--- src/rtl/sfew_pkg.sv ---
// Constants for the serial flash erase and write enable latch block
package sfew_pkg;
	localparam logic [7:0] OP_ERASE_4K = 8'h20;
	localparam logic [7:0] OP_ERASE_32K = 8'h52;
	localparam logic [7:0] OP_ERASE_64K = 8'hD8;
	localparam logic [7:0] OP_ARRAY_ERASE_A = 8'h60;
	localparam logic [7:0] OP_ARRAY_ERASE_B = 8'hC7;
	localparam logic [7:0] OP_WRITE_ENABLE = 8'h06;
	localparam logic [7:0] OP_WRITE_DISABLE = 8'h04;
	localparam int ADDR_W = 24;
	localparam int SECTOR_CNT = 16;
	localparam int SECTOR_LSB = 16;
	localparam int SECTOR_W = 4;
	localparam int MASK_4K_BITS = 12;
	localparam int MASK_32K_BITS = 15;
	localparam int MASK_64K_BITS = 16;
	localparam int ADDR_BYTES = 3;
	localparam int CLK_MHZ = 100;
	localparam int BLOCK_ERASE_TIME_US = 50000;
	localparam int WHOLE_ARRAY_ERASE_TIME_US = 1000000;
	localparam int BLOCK_ERASE_CYCLES = BLOCK_ERASE_TIME_US * CLK_MHZ;
	localparam int WHOLE_ARRAY_ERASE_CYCLES = WHOLE_ARRAY_ERASE_TIME_US * CLK_MHZ;
	localparam int TIMER_W = 32;
	typedef enum logic [1:0] {SFEW_SZ_4K, SFEW_SZ_32K, SFEW_SZ_64K, SFEW_SZ_ALL} sfew_size_t;
endpackage : sfew_pkg

--- src/rtl/sfew_core.sv ---
// What this block does
// - Opcode picks 4K, 32K or 64K erase
// - Erased region reads all ones
// - Three address bytes, extras ignored, start on release
// - Low address bits ignored per erase size
// - Short address or partial byte aborts erase
// - Protected target skips erase, back to idle
// - Aborted block erase clears the latch
// - Busy reported while erase runs
// - Latch cleared before erase completes
// - Failed byte verify sets error flag
// - 60h and C7h both erase whole array
// - Partial byte on array erase aborts
// - Any protected sector refuses array erase
// - Rejected array erase clears the latch
// - Modifying commands need latch already set
// - 06h sets latch on release
// - 04h clears latch on release
// - Partial opcode leaves latch unchanged
// - Erase runs on internal timing
`timescale 1ns/10ps
module sfew_core
	import sfew_pkg::*;
#(
	parameter int BLOCK_ERASE_CYC = BLOCK_ERASE_CYCLES,
	parameter int WHOLE_ARRAY_ERASE_CYC = WHOLE_ARRAY_ERASE_CYCLES
) (
	input wire logic ref_clk_i,
	input wire logic rst_b_i,
	input wire logic spi_cs_b_i,
	input wire logic spi_sck_i,
	input wire logic spi_mosi_i,
	input wire logic [sfew_pkg::SECTOR_CNT-1:0] sector_protect_i,
	input wire logic [sfew_pkg::SECTOR_CNT-1:0] sector_lockdown_i,
	input wire logic verify_fail_i,
	output logic write_enable_latch_o,
	output logic busy_o,
	output logic erase_program_error_flag_o,
	output logic erase_active_o,
	output logic [sfew_pkg::ADDR_W-1:0] erase_first_addr_o,
	output logic [sfew_pkg::ADDR_W-1:0] erase_last_addr_o,
	output logic erase_fill_ones_o
);
	import sfew_pkg::*;

	typedef enum {ST_OPCODE, ST_ADDR, ST_IGNORE} sfew_state_t;

	logic rst_meta, rst_sync;
	logic [1:0] cs_sync, sck_sync, mosi_sync;
	logic cs_b, cs_b_d, sck, sck_d, mosi;
	logic sck_rise, cs_fall, cs_rise;
	logic [2:0] bit_cnt;
	logic [7:0] shift;
	logic [7:0] opcode;
	logic [1:0] addr_cnt;
	logic [ADDR_W-1:0] addr;
	sfew_state_t state;
	logic byte_done;
	logic [7:0] next_byte;
	logic start;
	sfew_size_t start_size;
	logic [ADDR_W-1:0] start_base;
	logic eng_busy, eng_done, eng_fail;
	logic [ADDR_W-1:0] reg_base, reg_last;
	logic [SECTOR_CNT-1:0] guarded;
	logic is_block, is_array, target_guarded;
	logic [ADDR_W-1:0] masked_addr;
	sfew_size_t blk_size;

	// Reset release through two flops so all logic leaves reset together
	always_ff @(posedge ref_clk_i or negedge rst_b_i) begin
		if (!rst_b_i) begin
			rst_meta <= 1'b0;
			rst_sync <= 1'b0;
		end else begin
			rst_meta <= 1'b1;
			rst_sync <= rst_meta;
		end
	end

	// Pins cross into the reference clock; only stage two is read
	always_ff @(posedge ref_clk_i or negedge rst_sync) begin
		if (!rst_sync) begin
			cs_sync <= 2'b11;
			sck_sync <= 2'b00;
			mosi_sync <= 2'b00;
			cs_b_d <= 1'b1;
			sck_d <= 1'b0;
		end else begin
			cs_sync <= {cs_sync[0], spi_cs_b_i};
			sck_sync <= {sck_sync[0], spi_sck_i};
			mosi_sync <= {mosi_sync[0], spi_mosi_i};
			cs_b_d <= cs_b;
			sck_d <= sck;
		end
	end

	assign cs_b = cs_sync[1];
	assign sck = sck_sync[1];
	assign mosi = mosi_sync[1];
	assign sck_rise = sck && !sck_d && !cs_b;
	assign cs_fall = !cs_b && cs_b_d;
	assign cs_rise = cs_b && !cs_b_d;
	assign next_byte = {shift[6:0], mosi};
	assign byte_done = sck_rise && (bit_cnt == 3'h7);

	// Bit and byte framing; bit_cnt nonzero at release means off a byte boundary
	always_ff @(posedge ref_clk_i or negedge rst_sync) begin
		if (!rst_sync) begin
			bit_cnt <= 3'h0;
			shift <= 8'h00;
		end else if (cs_fall) begin
			bit_cnt <= 3'h0;
		end else if (sck_rise) begin
			bit_cnt <= bit_cnt + 3'h1;
			shift <= next_byte;
		end
	end

	// Command parser
	always_ff @(posedge ref_clk_i or negedge rst_sync) begin
		if (!rst_sync) begin
			state <= ST_OPCODE;
			opcode <= 8'h00;
			addr_cnt <= 2'h0;
			addr <= '0;
		end else if (cs_fall) begin
			state <= ST_OPCODE;
			opcode <= 8'h00;
			addr_cnt <= 2'h0;
		end else if (byte_done) begin
			unique case (state)
				ST_OPCODE: begin
					opcode <= next_byte;
					if (next_byte == OP_ERASE_4K || next_byte == OP_ERASE_32K || next_byte == OP_ERASE_64K) begin
						state <= ST_ADDR;
					end else begin
						state <= ST_IGNORE;
					end
				end
				ST_ADDR: begin
					addr <= {addr[ADDR_W-9:0], next_byte};
					addr_cnt <= addr_cnt + 2'h1;
					if (addr_cnt == 2'(ADDR_BYTES - 1)) begin
						state <= ST_IGNORE;
					end
				end
				ST_IGNORE: begin
					state <= ST_IGNORE;
				end
			endcase
		end
	end

	always_comb begin
		unique case (opcode)
			OP_ERASE_32K: blk_size = SFEW_SZ_32K;
			OP_ERASE_64K: blk_size = SFEW_SZ_64K;
			default: blk_size = SFEW_SZ_4K;
		endcase
	end

	always_comb begin
		unique case (blk_size)
			SFEW_SZ_32K: masked_addr = addr & ~ADDR_W'((1 << MASK_32K_BITS) - 1);
			SFEW_SZ_64K: masked_addr = addr & ~ADDR_W'((1 << MASK_64K_BITS) - 1);
			default: masked_addr = addr & ~ADDR_W'((1 << MASK_4K_BITS) - 1);
		endcase
	end

	assign guarded = sector_protect_i | sector_lockdown_i;
	assign target_guarded = guarded[addr[SECTOR_LSB +: SECTOR_W]];
	assign is_block = opcode == OP_ERASE_4K || opcode == OP_ERASE_32K || opcode == OP_ERASE_64K;
	assign is_array = opcode == OP_ARRAY_ERASE_A || opcode == OP_ARRAY_ERASE_B;

	// Decision at chip select release; a running erase makes every command a no-op
	always_ff @(posedge ref_clk_i or negedge rst_sync) begin
		if (!rst_sync) begin
			write_enable_latch_o <= 1'b0;
			start <= 1'b0;
			start_size <= SFEW_SZ_4K;
			start_base <= '0;
		end else begin
			start <= 1'b0;
			if (eng_busy) begin
				write_enable_latch_o <= 1'b0;
			end else if (cs_rise && state != ST_OPCODE) begin
				if (bit_cnt != 3'h0) begin
					if (is_block || is_array) begin
						write_enable_latch_o <= 1'b0;
					end
				end else if (is_block) begin
					if (state != ST_IGNORE || target_guarded) begin
						write_enable_latch_o <= 1'b0;
					end else if (write_enable_latch_o) begin
						start <= 1'b1;
						start_size <= blk_size;
						start_base <= masked_addr;
					end
				end else if (is_array) begin
					if (|guarded) begin
						write_enable_latch_o <= 1'b0;
					end else if (write_enable_latch_o) begin
						start <= 1'b1;
						start_size <= SFEW_SZ_ALL;
						start_base <= '0;
					end
				end else if (opcode == OP_WRITE_ENABLE) begin
					write_enable_latch_o <= 1'b1;
				end else if (opcode == OP_WRITE_DISABLE) begin
					write_enable_latch_o <= 1'b0;
				end
			end
		end
	end

	sfew_erase_engine #(
		.BLOCK_CYCLES(BLOCK_ERASE_CYC),
		.ARRAY_CYCLES(WHOLE_ARRAY_ERASE_CYC)
	) i_sfew_erase_engine (
		.clk_i(ref_clk_i),
		.rst_b_i(rst_sync),
		.start_i(start),
		.size_i(start_size),
		.base_i(start_base),
		.verify_fail_i(verify_fail_i),
		.busy_o(eng_busy),
		.done_o(eng_done),
		.fail_o(eng_fail),
		.region_base_o(reg_base),
		.region_last_o(reg_last)
	);

	// Status outputs registered; busy covers the start cycle too so polling never sees a gap
	always_ff @(posedge ref_clk_i or negedge rst_sync) begin
		if (!rst_sync) begin
			busy_o <= 1'b0;
			erase_program_error_flag_o <= 1'b0;
			erase_active_o <= 1'b0;
			erase_first_addr_o <= '0;
			erase_last_addr_o <= '0;
			erase_fill_ones_o <= 1'b0;
		end else begin
			busy_o <= start | eng_busy;
			erase_active_o <= eng_busy;
			erase_fill_ones_o <= eng_busy;
			erase_first_addr_o <= reg_base;
			erase_last_addr_o <= reg_last;
			if (start) begin
				erase_program_error_flag_o <= 1'b0;
			end else if (eng_done) begin
				erase_program_error_flag_o <= eng_fail;
			end
		end
	end
endmodule : sfew_core

--- src/rtl/sfew_erase_engine.sv ---
// Self-timed erase engine with busy, done and verify fail; the core clears the latch from busy
`timescale 1ns/10ps
module sfew_erase_engine
	import sfew_pkg::*;
#(
	parameter int BLOCK_CYCLES = 5000000,
	parameter int ARRAY_CYCLES = 100000000
) (
	input wire logic clk_i,
	input wire logic rst_b_i,
	input wire logic start_i,
	input wire sfew_pkg::sfew_size_t size_i,
	input wire logic [sfew_pkg::ADDR_W-1:0] base_i,
	input wire logic verify_fail_i,
	output logic busy_o,
	output logic done_o,
	output logic fail_o,
	output logic [sfew_pkg::ADDR_W-1:0] region_base_o,
	output logic [sfew_pkg::ADDR_W-1:0] region_last_o
);
	import sfew_pkg::*;

	logic [TIMER_W-1:0] timer;
	logic fail_seen;

	always_ff @(posedge clk_i or negedge rst_b_i) begin
		if (!rst_b_i) begin
			busy_o <= 1'b0;
			done_o <= 1'b0;
			fail_o <= 1'b0;
			timer <= '0;
			fail_seen <= 1'b0;
			region_base_o <= '0;
			region_last_o <= '0;
		end else begin
			done_o <= 1'b0;
			if (start_i && !busy_o) begin
				busy_o <= 1'b1;
				fail_seen <= 1'b0;
				region_base_o <= base_i;
				unique case (size_i)
					SFEW_SZ_4K: region_last_o <= base_i | ADDR_W'((1 << MASK_4K_BITS) - 1);
					SFEW_SZ_32K: region_last_o <= base_i | ADDR_W'((1 << MASK_32K_BITS) - 1);
					SFEW_SZ_64K: region_last_o <= base_i | ADDR_W'((1 << MASK_64K_BITS) - 1);
					// Array ends at the top of the last sector, not at the top of the address space
					SFEW_SZ_ALL: region_last_o <= ADDR_W'((SECTOR_CNT << SECTOR_LSB) - 1);
				endcase
				timer <= (size_i == SFEW_SZ_ALL) ? TIMER_W'(ARRAY_CYCLES - 1) : TIMER_W'(BLOCK_CYCLES - 1);
			end else if (busy_o) begin
				if (verify_fail_i) begin
					fail_seen <= 1'b1;
				end
				if (timer == '0) begin
					busy_o <= 1'b0;
					done_o <= 1'b1;
					fail_o <= fail_seen | verify_fail_i;
				end else begin
					timer <= timer - 1'b1;
				end
			end
		end
	end
endmodule : sfew_erase_engine

--- config.mk ---
export PLATFORM = sky130hd
export DESIGN_NAME = sfew_core
export DESIGN_NICKNAME = d
export VERILOG_FILES = /design/src/rtl/sfew_pkg.sv /design/src/rtl/sfew_core.sv /design/src/rtl/sfew_erase_engine.sv
export SDC_FILE = /design/constraint.sdc
export NUM_CORES = 1
export LEC_CHECK = 0
export BUFFER_PORTS_ARGS = -buffer_cell sky130_fd_sc_hd__buf_2
export CAP_MARGIN = 10
export CORE_ASPECT_RATIO = 0.8
export CORE_UTILIZATION = 55
export DETAILED_ROUTE_END_ITERATION = 12
export PLACE_DENSITY = 0.76
export SKIP_LAST_GASP = 1
export SYNTH_ARGS = -nofsm -noshare
export SYNTH_HDL_FRONTEND = slang
export SYNTH_SLANG_ARGS = --single-unit
export TNS_END_PERCENT = 20
--- constraint.sdc ---
create_clock -name ref_clk_i -period 12.97 [get_ports ref_clk_i]
set_clock_uncertainty 0.15 [all_clocks]
set_input_delay 2.594 -clock ref_clk_i [delete_from_list [all_inputs] [get_ports ref_clk_i]]
set_output_delay 2.594 -clock ref_clk_i [all_outputs]
set_load 0.02 [all_outputs]
; ---- Yosys cells after proc, flatten, opt, wreduce, memory -nomap -nowiden
; Index checks and enable logic that the tools add are counted.
[totals]
ff_bits = 249
inputBits = 38
output_inout_bits = 53
wordCells = 176
[op_classes]
addsub = 3
magnitude_cmp = 1
n_eq_ne = 28
mux = 63
n_bitwise = 7
n_reduce_logical = 45
[op_table]
columns = cell, count
row1 = 32-bit 2-to-1 mux, 6
row2 = 24-bit 2-to-1 mux, 6
row3 = 24-bit case mux with 4 select lines, 1
row4 = 32-bit case mux with 3 select lines, 1
row5 = 32-bit logical NOT, 2
row6 = 32-bit by 1-bit equality test with 1-bit output (second input constant), 1
row7 = 32-bit by 2-bit equality test with 1-bit output (second input constant), 1
row8 = 32-bit by 3-bit != test with 1-bit output (second input constant), 1
row9 = 16-bit case mux with 2 select lines, 1
row10 = 32-bit nonzero test, 1
row11 = 32-bit by 1-bit subtractor with 32-bit output (second input constant), 1
row12 = 1-bit 2-to-1 mux, 30
row13 = 27-bit 2-to-1 mux, 1
row14 = 8-bit by 7-bit equality test with 1-bit output (second input constant), 3
row15 = 8-bit equality test (second input constant), 3
row16 = 8-bit 2-to-1 mux, 3
row17 = 2-bit 2-to-1 mux, 10
row18 = 2-bit nonzero test, 10
row19 = 8-bit by 3-bit equality test with 1-bit output (second input constant), 2
row20 = 8-bit by 6-bit equality test with 1-bit output (second input constant), 2
row21 = 16-bit OR, 1
row22 = 16-bit OR reduction, 1
row23 = 2-bit AND reduction, 6
row24 = 2-bit equality test (second input constant), 4
row25 = 25 further kinds, 49

; ---- Logic depth before layout (Yosys ltp)
[logic_depth]
depth_word = 9
ltp_mapped = 9
depth_no_buf = 9

; ---- Cells and area by module
; From an unflattened synthesis, not the netlist that was laid out.
[hier_totals]
cells_unflattened = 696
area_unflattened_um2 = 8202.9
[modules_own_cells]
columns = mod, instances, cells_per_inst, area_each_um2, seq_area_each_um2
row1 = sfew_core, 1, 350, 4788.3, 3081.7
row2 = sfew_erase_engine, 1, 346, 3414.5, 1826.8

; ---- Worst setup path before layout
; Ideal clock, no wire load.
[synth_path]
kind = in2reg
from = in sector_lockdown_i[9] (netlist name)
to = reg start_base[16]
setup_time_ns = 0.125
t_arrival_ns = 4.219
required_time_ns = 12.695
setup_slack_ns = 8.476
path_stages = 7
n_path_buf = 1
path_cell_list = nor4b_1 > a31oi_1 > o2111ai_1 > o221ai_1 > o41a_4 > buf_6 > mux2_4
[synth_between]
elab_chain_cells = 6
word_cells_on_any_way = 9
classes_between = 2 x eq/ne / 2 x mux / 1 x bitwise / 4 x reduce/logical
[synth_rtl]
columns = element, line
row1 = "start, declared", sfew_core.sv:34  ; input wire logic [sfew_pkg::SECTOR_CNT-1:0] sector_lockdown_i,
row2 = 16-bit OR (*), sfew_core.sv:171  ; assign guarded = sector_protect_i | sector_lockdown_i;
row3 = 1-bit binary-select mux with 4-bit select, sfew_core.sv:172  ; assign target_guarded = guarded[addr[SECTOR_LSB +: SECTOR_W]];
row4 = 1-bit 2-to-1 mux (not written as such), sfew_core.sv:172
row5 = 1-bit logical OR, sfew_core.sv:193  ; if (state != ST_IGNORE || target_guarded) begin
row6 = 2-bit != test (no line), --
row7 = 8-bit AND reduction (no line) (*), --
row8 = "end signal, assigned", sfew_core.sv:198  ; start_base <= masked_addr;
row9 = "end, declared", sfew_core.sv:62  ; logic [ADDR_W-1:0] start_base;
; Every way passes the cells marked *; elsewhere a longest branch is shown, timed or not. The select of a mux whose other input is x is not followed.
; A chain may end at the register's enable or synchronous reset.

; ---- Final worst setup path
[layout_path]
from = in sector_lockdown_i[1] (netlist name)
to = reg start_base[12]
; The elaborated chain is that of the path after synthesis.

==> results.json <==
{
  "ys_seq_area_frac": 0.557,
  "synthSimpleGateAreaFrac": 0.182,
  "total_power_mw": 1.07,
  "netlist.area_leader.share": 0.546,
  "synth_commonest_cells": "dfrtp_1 (158), nand2_1 (73), nor2_1 (51), a21oi_1 (29), nor3_1 (29)",
  "synth_top_family_by_area": "simple AND/OR/NAND/NOR gates",
  "grt_max_degree": 68,
  "ioPinCount": 91,
  "insertion_delay_ns": 0.42,
  "cp_top_family": "compound AO/OA/AOI/OAI gates",
  "cts_resized": 0,
  "rsz0062_at_grt": "no",
  "hold_violations": 0,
  "antenna_found_initial": 0,
  "pwr_density_cell_nw_per_um2": 129,
  "worstPathArrival_ns": 4.71,
  "ant_nets": 0,
  "synthFlopType": "dfrtp_1",
  "synth.area.top_cells": "dfrtp_1 (55%), nand2_1 (3.8%), mux2_1 (3.7%), nor2_1 (2.6%), buf_4 (2.5%)",
  "cp_slowest_cell": "o41a_4",
  "hp-class": "register to asynchronous set/reset pin",
  "end_kind": "register",
  "synthMuxAreaShare": 0.0779,
  "placed_area_sq_um": 7660,
  "whs_ns": 0.119,
  "fin_tns_setup_ns": 0,
  "synth_top_cell_by_area": "dfrtp_1",
  "routed_wl_um": 15300,
  "yosysMostFrequentCell": "dfrtp_1",
  "fin_util": 0.642,
  "grt_pass1_wl_um": 25200,
  "fin_ws_ns": 8.40,
  "syn_inst": 657,
  "postCtsHoldBufs": 0,
  "drive_above_1_share": 0.202,
  "ctsHtreeMaxLevel": 4,
  "start_util": 0.563,
  "post_drt_wl_per_cell_um": 16.8,
  "die_height_um": 105,
  "drt-initial-drc-count": 402,
  "routabilityCongestion": 0.826,
  "drv_slew": 0,
  "final_cell_area_sq_um": 8260,
  "synthXorXnorAreaFrac": 0.0157,
  "period_minus_slack_ns": 4.57,
  "instances_no_fill": 912,
  "ys_ff_latch": 161,
  "drc": 0,
  "drt-pass1-iter-count": 5,
  "cp.buffers_inverters": 1,
  "synth_fa_ha_area_frac": 0.0173,
  "worstPathCellList": "buf_2 > nor4b_1 > or4_1 > o221ai_1 > o41a_4 > mux2_1",
  "num_vias": 5266,
  "cp_max_fo": 14,
  "outcome": "finished clean",
  "async_flop_share": 1.00,
  "max_freq_mhz": 219,
  "slowest_delay_ns": 0.69,
  "post-place-ws_ns": 8.01,
  "core_sq_um": 12900,
  "setup_viol": 0,
  "fillers": 1030,
  "peakVddDrop_mv": 0.116,
  "syn_avg_cell_area_sq_um": 11.0,
  "die_w_um": 130,
  "num_rows": 37,
  "first_global_vias": 5066,
  "synth_compound_area_frac": 0.102,
  "cap_violations": 0,
  "startpoint_type": "primary input",
  "cts_buffers": 17,
  "area_growth_pct": 14.0,
  "synth_cell_type_count": 72,
  "dp_cells": 880,
  "n_antenna_cell": 0,
  "cts_tree": "yes",
  "routed_via_density": 5.77,
  "worst_pin_slew_ns": 1.11,
  "clock-root-buffer": "clkbuf_16",
  "clk_pin_slew_ns": 0.07,
  "port_buffers": 78,
  "syn_area_sq_um": 7250,
  "yosys_warnings": 0,
  "post_cts_buffers": 0,
  "place_hpwl_um": 10300,
  "grtUsageTotal": 0.240,
  "finalNetCount": 772,
  "overflow": 0,
  "setup.worst_path.class": "primary input to register",
  "period_share": 0.352,
  "clock_sinks": 161,
  "worstPathRequired_ns": 13.11,
  "relSlewSlack": 0.261,
  "clockBufferDepth": 2,
  "p_leak_nw": 4.11,
  "synth_edf_count": 0,
  "die_area_sq_um": 13600
}
-- path summary, 6_finish.rpt --
check	start	end	slack (ns)	cells after the start
hold / removal	rst_sync	i_sfew_erase_engine.timer[27]	0.12	0
hold reg to reg	rst_sync	i_sfew_erase_engine.timer[27]	0.12	0
max in group asynchronous	rst_b_i	rst_sync	10.75	1
min in group ref_clk_i	sck_sync[0]	sck_sync[1]	0.20	0
setup reg to reg	i_sfew_erase_engine.busy_o	i_sfew_erase_engine.timer[16]	9.36	6
setup / recovery	sector_lockdown_i[1]	start_base[12]	8.40	6
-- per-layer routing --
layer | vias up | wire length [um] | global-route usage
met5 | - | 0 | 0
met4 | 0 | 339 | 0.0972
met3 | 26 | 700 | 0.0435
met2 | 172 | 7500 | 0.387
met1 | 2616 | 6740 | 0.318
li1 | 2452 | - | -
-- report_power, final --
part           internal [mW]  switching (mW)  total (mW)  leakage [nW]
clock network          0.293           0.204       0.497         0.284
registers              0.513          0.0154       0.528          2.16
logic                 0.0168          0.0254      0.0422          1.66
total                  0.823           0.245        1.07          4.11
-- cell families (layout without fill, tap and decap cells) --
family,Yosys count,count (layout)
xor+xnor,13,13
simple gates,254,254
other cells,2,13
buf+inv,64,133
fa+ha+maj,10,10
compound gates,106,106
flops,161,161
mux,47,47
-- cells in the final DEF, fill, tap and decap left out, drive strengths merged, types with 5 or more instances in the layout --
cell type and instances:
nor4b 5, or2 5, conb 13, a22o 12
nand4 6, nor4 17, mux2 45, dfrtp 158
ha 10, clkinv 6, buf 82, nand2b 10
a21oi 29, a31oi 6, or4 7, clkbuf 20
nor2 51, inv 21, nand3 13, o22a 11
or3 5, nand2 73, nor2b 5, o21ai 19
nor3 30, xor2 11
-- flip-flops by register name (all words and copies together), names as in the netlist, 2 cells and up --
signal	cells
opcode	8
state	2
erase_first_addr_o	12
shift	7
start_size	2
mosi_sync	2
cs_sync	2
bit_cnt	3
erase_last_addr_o	13
i_sfew_erase_engine.timer	32
sck_sync	2
i_sfew_erase_engine.region_base_o	12
start_base	12
addr	24
i_sfew_erase_engine.region_last_o	13
addr_cnt	2
-- final cells by class --
cell class | instances | area [sq um] | share of cell area
timing repair buffer | 82 | 420 | 0.0509
inverter | 19 | 76.3 | 0.00924
multi-input combinational | 443 | 2910 | 0.352
sequential | 161 | 4040 | 0.489
clock buffer | 20 | 447 | 0.0541
tap | 175 | 219 | 0.0265
clock inverter | 12 | 148 | 0.0179
Note: power is estimated with default switching activity, not from simulation.
